### config.mk
export PLATFORM = sky130hd
export DESIGN_NAME = lfm_fault_monitor
export DESIGN_NICKNAME = d
export VERILOG_FILES = /design/src/lfm_pkg.sv /design/src/lfm_alert.sv /design/src/lfm_fault_monitor.sv /design/src/lfm_open_det.sv
export SDC_FILE = /design/constraint.sdc
export NUM_CORES = 1
export LEC_CHECK = 0
export ABC_AREA = 1
export BUFFER_PORTS_ARGS = -buffer_cell sky130_fd_sc_hd__buf_2
export CELL_PAD_IN_SITES_DETAIL_PLACEMENT = 0
export CELL_PAD_IN_SITES_GLOBAL_PLACEMENT = 2
export CORE_MARGIN = 2
export CORE_UTILIZATION = 33
export CTS_CLUSTER_DIAMETER = 100
export DETAILED_ROUTE_END_ITERATION = 8
export PLACE_DENSITY = 0.81
export SLEW_MARGIN = 20
export SYNTH_ARGS = -nofsm -noshare
export SYNTH_HDL_FRONTEND = slang
export SYNTH_SLANG_ARGS = --single-unit
### constraint.sdc
create_clock -name mclk -period 3.8 [get_ports mclk]
set_input_delay 0.19 -clock mclk [delete_from_list [all_inputs] [get_ports mclk]]
set_output_delay 0.19 -clock mclk [all_outputs]
set_load 0.05 [all_outputs]
### src/lfm_pkg.sv
`default_nettype none
package lfm_pkg;

  localparam int CLK_MHZ = 40;
  localparam int ADDR_W  = 8;
  localparam int DATA_W  = 32;
  localparam int NUM_CH  = 24;

  // Register byte offsets
  localparam logic [7:0] ADDR_CTRL   = 8'h00;
  localparam logic [7:0] ADDR_CONFIG = 8'h04;
  localparam logic [7:0] ADDR_FLAGS  = 8'h08;
  localparam logic [7:0] ADDR_OPEN   = 8'h0c;
  localparam logic [7:0] ADDR_STATUS = 8'h10;

  // Control register bits (write-only strobes, read as zero)
  localparam int CTRL_POR_CLR_BIT   = 0;
  localparam int CTRL_FAULT_CLR_BIT = 1;

  // Configuration fields
  localparam int CFG_LOWSUP_LSB = 0;
  localparam int LOWSUP_W       = 5;
  localparam int CFG_BLANK_LSB  = 8;
  localparam int BLANK_W        = 4;
  localparam logic [LOWSUP_W-1:0] LOWSUP_RESET = 5'h00;
  localparam logic [BLANK_W-1:0]  BLANK_RESET  = 4'h0;

  // Flag register bit positions
  localparam int FLG_POR    = 0;
  localparam int FLG_ERR    = 1;
  localparam int FLG_LOWSUP = 2;
  localparam int FLG_SUPUV  = 3;
  localparam int FLG_REF    = 4;
  localparam int FLG_TWARN  = 5;
  localparam int FLG_OTEMP  = 6;
  localparam int FLG_OUT    = 7;
  localparam int FLG_W      = 8;

  // Status register bit positions
  localparam int ST_OUT_EN  = 0;
  localparam int ST_OPEN_EN = 1;
  localparam int ST_ALERT   = 2;
  localparam int ST_PIN     = 3;
  localparam int ST_STATE   = 4;

  // Timing
  localparam int ALERT_PULSE_US  = 50;
  localparam int ALERT_PULSE_CYC = ALERT_PULSE_US * CLK_MHZ;
  localparam int BLANK_STEP_NS   = 1000;
  localparam int BLANK_STEP_CYC  = (BLANK_STEP_NS * CLK_MHZ + 999) / 1000;
  localparam int OPEN_DEG_NS     = 2000;
  localparam int OPEN_DEG_CYC    = (OPEN_DEG_NS * CLK_MHZ + 999) / 1000;
  localparam int MON_CNT_W       = 12;

  typedef enum logic [2:0] {
    LFM_POR    = 3'b001,
    LFM_INIT   = 3'b010,
    LFM_NORMAL = 3'b100
  } lfm_state_t;

  function automatic logic lfm_rise(input logic cur, input logic prev);
    return cur & ~prev;
  endfunction

endpackage
`default_nettype wire
### src/lfm_alert.sv
`default_nettype none
module lfm_alert
  import lfm_pkg::*;
#(
  parameter int PULSE_CYC = ALERT_PULSE_CYC
) (
  input  wire logic mclk,
  input  wire logic rst,
  input  wire logic pulse_req,
  input  wire logic hold_req,
  output var  logic alert_oe
);

  localparam int CW = $clog2(PULSE_CYC + 1);
  localparam logic [CW-1:0] PULSE_LOAD = CW'(PULSE_CYC);

  logic [CW-1:0] cnt;
  logic [CW-1:0] next_cnt;
  logic          next_alert_oe;

  always_comb begin
    next_cnt = cnt;
    // restart on event
    if (pulse_req) begin
      next_cnt = PULSE_LOAD;
    end else if (cnt != '0) begin
      next_cnt = cnt - CW'(1);
    end
    // steady pulldown overrides
    next_alert_oe = hold_req | (next_cnt != '0);
  end

  always_ff @(posedge mclk) begin
    if (rst) begin
      cnt      <= '0;
      alert_oe <= 1'b0;
    end else begin
      cnt      <= next_cnt;
      alert_oe <= next_alert_oe;
    end
  end

endmodule
`default_nettype wire

### src/lfm_fault_monitor.sv
// Function
// Supply recovery: reset to init, set power-on, error
// Power-on clear wipes power-on and error flags, reads zero
// Low supply: 50 us alert pulse, flags
// Fault flags latched until fault clear
// Master clears only after fault gone
// Low-supply threshold 4 V to 35 V, 1 V
// Low supply suppresses open detection
// Supply undervoltage: steady alert, flags
// Supply undervoltage disables all channel outputs
// Reference fault: steady alert until recovery, flags
// Master handles reference fault shutdown
// Thermal warning: 50 us pulse, flags
// Overtemperature: outputs off, steady alert, flags
// Thermal shutdown: alert, power-on flag, defaults
// Open monitoring only during on phase
// Open after blank plus deglitch: pulse, flags
// No corrective action on open fault
// Blanking set by 4-bit field
// Pulse counter restarts; steady overrides pulse
`default_nettype none
module lfm_fault_monitor
  import lfm_pkg::*;
#(
  parameter int N_CH      = NUM_CH,
  parameter int PULSE_CYC = ALERT_PULSE_CYC
) (
  input  wire logic                mclk,
  input  wire logic                rst,
  input  wire logic [ADDR_W-1:0]   reg_addr,
  input  wire logic [DATA_W-1:0]   reg_wdata,
  input  wire logic                reg_wr,
  input  wire logic                reg_rd,
  output var  logic [DATA_W-1:0]   reg_rdata,
  input  wire logic                supply_ok,
  input  wire logic                thermal_shutdown,
  input  wire logic                low_supply_detect,
  input  wire logic                supply_uv_detect,
  input  wire logic                ref_fault_detect,
  input  wire logic                thermal_warn_detect,
  input  wire logic                overtemp_detect,
  input  wire logic [N_CH-1:0]     pwm_on,
  input  wire logic [N_CH-1:0]     headroom_low,
  input  wire logic                alert_in,
  output var  logic                alert_out,
  output var  logic                alert_oe,
  output var  logic [LOWSUP_W-1:0] low_supply_threshold_setting,
  output var  logic                channel_output_enable,
  output var  logic                open_detect_enable
);

  localparam logic [MON_CNT_W-1:0] DEG_CYC = MON_CNT_W'(OPEN_DEG_CYC);
  localparam logic [MON_CNT_W-1:0] STEP_CYC = MON_CNT_W'(BLANK_STEP_CYC);

  // Blanking code n gives (n+1) steps
  function automatic logic [MON_CNT_W-1:0] blank_to_cyc(
    input logic [BLANK_W-1:0] code
  );
    logic [MON_CNT_W-1:0] steps;
    steps = MON_CNT_W'(code) + MON_CNT_W'(1);
    return MON_CNT_W'(steps * STEP_CYC);
  endfunction

  lfm_state_t state;
  lfm_state_t next_state;

  logic [BLANK_W-1:0]  blank_code;
  logic [FLG_W-1:0]    flags;
  logic [N_CH-1:0]     open_flags;
  logic                prev_lowsup;
  logic                prev_twarn;
  logic [BLANK_W-1:0]  next_blank_code;
  logic [LOWSUP_W-1:0] next_lowsup_th;
  logic [FLG_W-1:0]    next_flags;
  logic [N_CH-1:0]     next_open_flags;
  logic [DATA_W-1:0]   next_rdata;
  logic                next_out_en;
  logic                next_open_en;

  logic                in_por;
  logic                por_clr;
  logic                fault_clr;
  logic [N_CH-1:0]     open_evt;
  logic                any_open;
  logic                pulse_req;
  logic                hold_req;
  logic                alert_oe_int;
  logic [MON_CNT_W-1:0] blank_cyc;

  assign in_por    = ~supply_ok | thermal_shutdown;
  assign por_clr   = reg_wr && (reg_addr == ADDR_CTRL) &&
                     reg_wdata[CTRL_POR_CLR_BIT];
  assign fault_clr = reg_wr && (reg_addr == ADDR_CTRL) &&
                     reg_wdata[CTRL_FAULT_CLR_BIT];
  assign any_open  = |open_evt;
  assign blank_cyc = blank_to_cyc(blank_code);

  // Power state
  always_comb begin
    next_state = state;
    case (state)
      LFM_POR: begin
        // recovery enters init
        if (!in_por) begin
          next_state = LFM_INIT;
        end
      end
      LFM_INIT: begin
        next_state = in_por ? LFM_POR : LFM_NORMAL;
      end
      LFM_NORMAL: begin
        // shutdown restarts from reset
        if (in_por) begin
          next_state = LFM_POR;
        end
      end
      default: begin
        next_state = LFM_POR;
      end
    endcase
  end

  always_ff @(posedge mclk) begin
    if (rst) begin
      state <= LFM_POR;
    end else begin
      state <= next_state;
    end
  end

  // Open detectors, one per channel
  genvar ch;
  generate
    for (ch = 0; ch < N_CH; ch++) begin : g_ch
      lfm_open_det #(
        .CNT_W (MON_CNT_W)
      ) u_open (
        .mclk         (mclk),
        .rst          (rst),
        .pwm_on       (pwm_on[ch]),
        .headroom_low (headroom_low[ch]),
        .det_enable   (open_detect_enable),
        .blank_cyc    (blank_cyc),
        .deg_cyc      (DEG_CYC),
        .open_evt     (open_evt[ch])
      );
    end
  endgenerate

  // Pulsed events versus steady pulldown
  always_comb begin
    // edge-triggered pulse
    pulse_req = (state == LFM_NORMAL) &&
                (lfm_rise(low_supply_detect, prev_lowsup) ||
                 lfm_rise(thermal_warn_detect, prev_twarn) || any_open);
    // steady while present
    hold_req  = thermal_shutdown ||
                ((state == LFM_NORMAL) &&
                 (supply_uv_detect || ref_fault_detect || overtemp_detect));
  end

  lfm_alert #(
    .PULSE_CYC (PULSE_CYC)
  ) u_alert (
    .mclk      (mclk),
    .rst       (rst),
    .pulse_req (pulse_req),
    .hold_req  (hold_req),
    .alert_oe  (alert_oe_int)
  );

  assign alert_oe = alert_oe_int;

  // Configuration, flags, outputs and read data
  always_comb begin
    next_blank_code = blank_code;
    next_lowsup_th  = low_supply_threshold_setting;
    next_flags      = flags;
    next_open_flags = open_flags;
    next_rdata      = '0;

    if (reg_wr && reg_addr == ADDR_CONFIG) begin
      // code 0..31 maps 4 V..35 V
      next_lowsup_th  = reg_wdata[CFG_LOWSUP_LSB +: LOWSUP_W];
      // blanking field
      next_blank_code = reg_wdata[CFG_BLANK_LSB +: BLANK_W];
    end

    // Clears first, so a set in the same cycle wins
    // power-on clear
    if (por_clr) begin
      next_flags[FLG_POR] = 1'b0;
      next_flags[FLG_ERR] = 1'b0;
    end
    // fault clear
    if (fault_clr) begin
      next_flags[FLG_LOWSUP] = 1'b0;
      next_flags[FLG_SUPUV]  = 1'b0;
      next_flags[FLG_REF]    = 1'b0;
      next_flags[FLG_TWARN]  = 1'b0;
      next_flags[FLG_OTEMP]  = 1'b0;
      next_flags[FLG_OUT]    = 1'b0;
      next_flags[FLG_ERR]    = 1'b0;
      next_open_flags        = '0;
    end

    if (state == LFM_NORMAL) begin
      // low supply
      if (low_supply_detect) begin
        next_flags[FLG_LOWSUP] = 1'b1;
        next_flags[FLG_ERR]    = 1'b1;
      end
      // supply undervoltage
      if (supply_uv_detect) begin
        next_flags[FLG_SUPUV] = 1'b1;
        next_flags[FLG_ERR]   = 1'b1;
      end
      // reference fault
      if (ref_fault_detect) begin
        next_flags[FLG_REF] = 1'b1;
        next_flags[FLG_ERR] = 1'b1;
      end
      // thermal warning
      if (thermal_warn_detect) begin
        next_flags[FLG_TWARN] = 1'b1;
        next_flags[FLG_ERR]   = 1'b1;
      end
      // overtemperature
      if (overtemp_detect) begin
        next_flags[FLG_OTEMP] = 1'b1;
        next_flags[FLG_ERR]   = 1'b1;
      end
      // per-channel open
      if (any_open) begin
        next_open_flags     = next_open_flags | open_evt;
        next_flags[FLG_OUT] = 1'b1;
        next_flags[FLG_ERR] = 1'b1;
      end
    end

    // init entry marks power-on
    if (state == LFM_INIT) begin
      next_flags[FLG_POR] = 1'b1;
      next_flags[FLG_ERR] = 1'b1;
    end

    // Configuration and flags return to defaults while held in reset state
    // registers to defaults
    if (state == LFM_POR) begin
      next_blank_code = BLANK_RESET;
      next_lowsup_th  = LOWSUP_RESET;
      next_flags      = '0;
      next_open_flags = '0;
    end

    if (reg_rd) begin
      case (reg_addr)
        ADDR_CONFIG: begin
          next_rdata[CFG_LOWSUP_LSB +: LOWSUP_W] =
            low_supply_threshold_setting;
          next_rdata[CFG_BLANK_LSB +: BLANK_W] = blank_code;
        end
        ADDR_FLAGS: begin
          next_rdata[FLG_W-1:0] = flags;
        end
        ADDR_OPEN: begin
          next_rdata[N_CH-1:0] = open_flags;
        end
        ADDR_STATUS: begin
          next_rdata[ST_OUT_EN]      = channel_output_enable;
          next_rdata[ST_OPEN_EN]     = open_detect_enable;
          next_rdata[ST_ALERT]       = alert_oe_int;
          next_rdata[ST_PIN]         = alert_in;
          next_rdata[ST_STATE +: 3]  = state;
        end
        // Control bits self-clear, so they always read zero
        default: begin
          next_rdata = '0;
        end
      endcase
    end

    // outputs off on undervoltage or overtemp
    // no action on reference or open faults
    next_out_en  = (next_state == LFM_NORMAL) &&
                   !supply_uv_detect && !overtemp_detect;
    // open detection gated by low supply
    next_open_en = (next_state == LFM_NORMAL) && !low_supply_detect;
  end

  always_ff @(posedge mclk) begin
    if (rst) begin
      blank_code                   <= BLANK_RESET;
      low_supply_threshold_setting <= LOWSUP_RESET;
      flags                        <= '0;
      open_flags                   <= '0;
      prev_lowsup                  <= 1'b0;
      prev_twarn                   <= 1'b0;
      reg_rdata                    <= '0;
      channel_output_enable        <= 1'b0;
      open_detect_enable           <= 1'b0;
      alert_out                    <= 1'b0;
    end else begin
      blank_code                   <= next_blank_code;
      low_supply_threshold_setting <= next_lowsup_th;
      flags                        <= next_flags;
      open_flags                   <= next_open_flags;
      prev_lowsup                  <= low_supply_detect;
      prev_twarn                   <= thermal_warn_detect;
      reg_rdata                    <= next_rdata;
      channel_output_enable        <= next_out_en;
      open_detect_enable           <= next_open_en;
      // Open-drain: the pin is only ever pulled low
      alert_out                    <= 1'b0;
    end
  end

endmodule
`default_nettype wire

### src/lfm_open_det.sv
`default_nettype none
module lfm_open_det
  import lfm_pkg::*;
#(
  parameter int CNT_W = MON_CNT_W
) (
  input  wire logic             mclk,
  input  wire logic             rst,
  input  wire logic             pwm_on,
  input  wire logic             headroom_low,
  input  wire logic             det_enable,
  input  wire logic [CNT_W-1:0] blank_cyc,
  input  wire logic [CNT_W-1:0] deg_cyc,
  output var  logic             open_evt
);

  logic [CNT_W-1:0] blank_cnt;
  logic [CNT_W-1:0] deg_cnt;
  logic             fired;
  logic [CNT_W-1:0] next_blank_cnt;
  logic [CNT_W-1:0] next_deg_cnt;
  logic             next_fired;
  logic             next_open_evt;

  always_comb begin
    next_blank_cnt = blank_cnt;
    next_deg_cnt   = '0;
    next_fired     = 1'b0;
    next_open_evt  = 1'b0;
    // only in on phase
    if (!pwm_on) begin
      next_blank_cnt = '0;
    end else if (blank_cnt < blank_cyc) begin
      // blanking after turn-on
      next_blank_cnt = blank_cnt + CNT_W'(1);
    end else if (headroom_low && det_enable) begin
      // deglitch then report once
      next_fired = fired;
      if (!fired) begin
        next_deg_cnt = deg_cnt + CNT_W'(1);
        if (next_deg_cnt >= deg_cyc) begin
          next_open_evt = 1'b1;
          next_fired    = 1'b1;
          next_deg_cnt  = '0;
        end
      end
    end
  end

  always_ff @(posedge mclk) begin
    if (rst) begin
      blank_cnt <= '0;
      deg_cnt   <= '0;
      fired     <= 1'b0;
      open_evt  <= 1'b0;
    end else begin
      blank_cnt <= next_blank_cnt;
      deg_cnt   <= next_deg_cnt;
      fired     <= next_fired;
      open_evt  <= next_open_evt;
    end
  end

endmodule
`default_nettype wire

== After elaboration in Yosys (flattened, before gate mapping) ==
Cells that the tools add are included.

* Multipliers: 1
* Reduce and logical (&&, ||, !) cells: 145
* Add/subtract/negate cells: 50
* $lt $le $gt $ge: 48
* Multiplexer cells: 76
* Bitwise operators: 58
* Equality and inequality tests: 8

{| class="wikitable"
|+ Operator list
! operator !! count
|-
| $add A12 B1 Y12 const B || 48
|-
| $ge A12 B7 Y1 const B || 24
|-
| $lt A12 B11 Y1 || 24
|-
| $reduce_or A6 Y1 || 24
|-
| $reduce_or A5 Y1 || 24
|-
| $reduce_or A4 Y1 || 24
|-
| $mux W24 || 3
|-
| $mux W1 || 58
|-
| $not A1 Y1 || 53
|-
| $reduce_or A2 Y1 || 26
|-
| $logic_and A1 B1 Y1 || 33
|-
| $or A24 B24 Y24 || 1
|-
| $reduce_or A24 Y1 || 1
|-
| $mux W11 || 2
|-
| $reduce_bool A11 Y1 || 2
|-
| $pmux W5 S4 || 1
|-
| $eq A8 B4 Y1 const B || 2
|-
| $mux W7 || 2
|-
| $sub A11 B1 Y11 const B || 1
|-
| $mux W3 || 3
|-
| $pmux W3 S3 || 1
|-
| $eq A8 B3 Y1 const B || 1
|-
| $eq A8 B5 Y1 const B || 1
|-
| $logic_not A8 Y1 || 1
|-
| 15 further kinds || 26
|}

* Word-level logic and storage cells: 497
* Register bits: 716

== Longest topological paths before layout ==
* Word-level depth: 13
* Mapped depth: 19

== Modules after synthesis ==
Synthesis repeated with hierarchy kept, for this count alone.

* Cells, all modules: 8072
* Area total of the unflattened synthesis: 53640.2 µm²

{| class="wikitable"
|+ Modules (own cells, without submodules)
! module !! cells an instance !! area each (µm²) !! seq. area each (µm²) !! instances
|-
| lfm_open_det (g_ch[0].u_open ...) || 314 || 2073.2 || 520.5 || 21
|-
| lfm_fault_monitor || 459 || 3236.9 || 1441.4 || 1
|-
| lfm_open_det (g_ch[23].u_open) || 314 || 2083.2 || 520.5 || 1
|-
| lfm_open_det (g_ch[9].u_open) || 312 || 2077.0 || 520.5 || 1
|-
| lfm_open_det (g_ch[8].u_open) || 289 || 2000.7 || 520.5 || 1
|-
| lfm_alert || 104 || 704.4 || 240.2 || 1
|}

== Least setup slack after synthesis ==
Ideal clock, no wire load.

* Kind: register -> register
* From: register blank_code[1]
* To: register g_ch[21].u_open.blank_cnt[9]
* Path slack: -0.007 ns
* Buffers on the path: 1
* Period minus slack after synthesis: 3.807 ns
* Data arrival time: 3.675 ns
* Data required time: 3.668 ns
* Setup time: 0.132 ns
* Cell stages (with the launch flop): 20
* Path through: dfxtp_1 > ha_1 > inv_1 > a21oi_1 > nor2_1 > ha_1 > fa_1 > inv_1 > ha_1 > nand2_1 > inv_1 > nor3_1 > nand2_1 > a21oi_1 > nand2_1 > nand2_1 > nand2_1 > buf_2 > nand2_1 > a21oi_1

* Longest elaborated chain between the ends: 3

{| class="wikitable"
|+ RTL lines
! item !! RTL line !! RTL
|-
| start: declaration || lfm_fault_monitor.sv:67 || <nowiki>logic [BLANK_W-1:0] blank_code;</nowiki>
|-
| start signal: assignment || lfm_fault_monitor.sv:304 || <nowiki>blank_code <= next_blank_code;</nowiki>
|-
| $add A4 B1 Y5 || lfm_fault_monitor.sv:60 || <nowiki>steps = MON_CNT_W'(code) + MON_CNT_W'(1);</nowiki>
|-
| $mul A5 B3 Y8 || lfm_fault_monitor.sv:61 || <nowiki>return MON_CNT_W'(steps * STEP_CYC);</nowiki>
|-
| $lt A12 B11 Y1 || lfm_open_det.sv:33 || <nowiki>end else if (blank_cnt < blank_cyc) begin</nowiki>
|-
| end signal: assignment || lfm_open_det.sv:57 || <nowiki>blank_cnt <= next_blank_cnt;</nowiki>
|-
| end: declaration || lfm_open_det.sv:17 || <nowiki>logic [CNT_W-1:0] blank_cnt;</nowiki>
|}

Every way passes these cells.
A chain may end at the register's enable or synchronous reset.

== Worst setup path after layout ==
* From: register blank_code[3]
* To: register g_ch[11].u_open.blank_cnt[7]

* Longest elaborated chain between the ends: 3

{| class="wikitable"
|+ RTL lines
! item !! RTL line
|-
| $add A4 B1 Y5 || lfm_fault_monitor.sv:60
|-
| $mul A5 B3 Y8 || lfm_fault_monitor.sv:61
|-
| $lt A12 B11 Y1 || lfm_open_det.sv:33
|-
| end signal: assignment || lfm_open_det.sv:57
|-
| end: declaration || lfm_open_det.sv:17
|}

Every way passes these cells.

==> metrics.cfg <==
[grt]
grt_start_max_net_pins = 32
grt_pass1_vias = 30010
grt_use_total = 0.1643
grt_pass1_wl_mm = 156.6
grt_antenna_before_repair = 8
grt-ovfl-total = 0

[logic_synthesis]
synthMuxAreaShare = 0
syn_area_sq_mm = 0.03733
synthXorXnorAreaFrac = 0.1021
postSynthCellCount = 5086
synth_top_family_by_area = simple AND/OR/NAND/NOR gates
dominantRegCellSynth = dfxtp_1
synth_edf_count = 0
yosysUniqueCellTypes = 41
synthArstFlopShare = 0
synth_compound_area_frac = 0.07068
yosys_warnings = 0
syn_avg_cell_area_sq_um = 7.340
yosys.area_share.simple = 0.2956
yosysSeqAreaShare = 0.3797
yosys.area_share.adder = 0.07494
ys_ff_latch = 708

[pwr]
power_w = 0.01709
power.leakage_nw = 17.95
power.density_mw_per_mm2 = 386.7
peakVddDrop_v = 0.0003486

[critical_path]
worst_ep_required_time_ns = 4.32
end_kind = flip-flop
path_max_fanout = 19
worstReg2RegStart = blank_code[3]$_SDFFE_PP0P_
crit_path_start_kind = flip-flop
r2r_cells = 20
crit_arrival_ns = 4.06
cp-startpoint = blank_code[3]$_SDFFE_PP0P_
crit_type = reg -> reg

[placement]
gp_congestion = 0.7906
place_inst = 6745
preCtsSetupSlack_ns = 0.1305
port_buffers = 108
dpl.hpwl_mm = 67.80

[cells_and_area]
drive_gt1_frac = 0.08151
nets = 5727
final_core_util = 0.3933
syn_to_final_growth_pct = 18.35
finalNonFillerCells = 6973

[floorplanning]
die_width_microns = 340.3
io-pin-count = 141
dieArea_sq_mm = 0.1158
core_sq_mm = 0.1123
rows = 123
die_y_microns = 340.3
initial_core_util = 0.3323

[sta]
setup_ws_ns = 0.2585
timing.final.crit_share = 0.9320
slew_viol_final = 0
hold_viol = 0
fmax_mhz = 282.4
slew_headroom = 0.2391
min_period_ns = 3.542
worst_pin_slew_ns = 1.137
clock_skew_ns = 0.02794
setup_viol = 0
holdWs_ns = 0.03409

[clock_tree]
insertion_delay_ns = 0.66
cts.sinks = 708
cts.path.max_buffers = 3
cts_tree = yes
post_cts_buffers = 0
htreeDepth = 3
root_buffer = clkbuf_16
cts.clk_slew.worst_paths_ns = 0.06
cts_made_buffers = 89

[flow_run]
maxCapViolations = 0

[detailed_routing]
drcViolationCount = 0
postRouteAntennaNets = 0
dr.pass1.iters = 5
avgViaCountPerCell = 4.603
route.detailed.wl_per_inst_microns = 13.93
drt_iter0_markers = 1687
num_vias = 32100
drt_wl_total_mm = 97.11

[worst_hold_path]
min_path_type = in -> reg
worstHoldStart = headroom_low[18]
holdPathStages = 5

[outcome]
status = finished, final reports clean

cell usage after synthesis (64+ instances only):
library cell,instances,area share
xor2_1,312,0.073
nor2_1,586,0.059
nand2_1,996,0.10
nand3_1,595,0.080
a21oi_1,391,0.052
inv_1,561,0.056
nor3_1,154,0.021
clkbuf_1,72,0.0072
dfxtp_1,708,0.38
ha_1,222,0.074
nand4_1,64,0.011
xnor2_1,123,0.029
repair_timing:
action,CTS,global route
gates resized for setup,0,104
endpoints found under the hold margin,152,0
hold buffers,64,0
endpoints found under the setup margin,0,473
stage by stage:
stage | setup TNS, ns | area (sq um)
floorplan | 0 | 37820
global placement | 0 | 40040
detailed placement | 0 | 40040
CTS | 0 | 43670
global route | -0.001589 | 44180
finish | 0 | 44180
registers in the layout, indices dropped and copies added, names as in the netlist, 4 cells and up:
name	flops
open_flags	24
g_ch.u_open.deg_cnt	288
flags	8
low_supply_threshold_setting	5
g_ch.u_open.blank_cnt	288
g_ch.u_open.open_evt	24
g_ch.u_open.fired	24
reg_rdata	24
blank_code	4
u_alert.cnt	11
worst max-delay path, cell delays in order (launching register included):
cell	delay [ns]
dfxtp_1	0.33
inv_2	0.11
nand4_1	0.22
a21oi_4	0.22
nor2_1	0.07
ha_2	0.20
fa_1	0.53
clkinvlp_4	0.12
buf_12	0.18
ha_1	0.30
nand2_1	0.08
nor2_1	0.05
nor3_1	0.16
nand2_1	0.10
a21oi_2	0.16
nand2_1	0.08
nand2_2	0.09
nand2_2	0.09
buf_6	0.19
nand2_1	0.07
a21oi_2	0.05
worst paths after layout:
check                                                            endpoint  slack [ns]
worst max-delay path            g_ch[11].u_open.blank_cnt[7]$_SDFFE_PP0P_        0.26
worst min-delay path                     g_ch[18].u_open.fired$_SDFF_PP0_        0.03
worst max register to register  g_ch[11].u_open.blank_cnt[7]$_SDFFE_PP0P_        0.26
worst min register to register        g_ch[11].u_open.open_evt$_SDFF_PP0_        0.41
layout make-up:
class,count,area [sq um]
antenna,1,2.502
clock buffer,125,2565
clock inverter,34,422.9
fill,11760,68160
inverter,562,2113
multi-input combinational,3803,21140
sequential,708,14180
tap,1500,1877
timing repair buffer,240,1883
per-layer routing:
layer	share of wire	wire length, microns	vias to the layer above	GRT usage
met1	0.49	48030	14510	0.2287
met5	0.00049	48	-	0
met4	0.024	2352	8	0.04479
li1	-	-	17000	-
met3	0.044	4287	138	0.02966
met2	0.44	42380	439	0.2600
placed cells by master, fill, tap and decap left out, drive strengths merged, types with 129 or more instances in the layout:
cell,instances
conb,129
nand3,602
ha,222
nor2,587
nor3,154
a21oi,391
inv,564
nand2,1040
xor2,312
dfxtp,708
buf,174
power by group:
group / switching (W) / leakage, nW / internal [W]
Clock: 0.00333 / 1.47 / 0.00530
Combinational: 0.000487 / 10.7 / 0.000308
Sequential: 0.000101 / 5.76 / 0.00756
Total: 0.00392 / 17.9 / 0.0132
kinds of logic (layout without fill, tap and decap cells):
logic type,count (synthesis),count (layout)
DFF,708,708
and+or+nand+nor,2519,2519
buffers and inverters,703,961
xor gates and xnor gates,435,435
AOI/OAI and AO/OA,497,497
adders and majority gates,223,223
other,1,130
No activity file was read; power rests on OpenSTA's default activity.
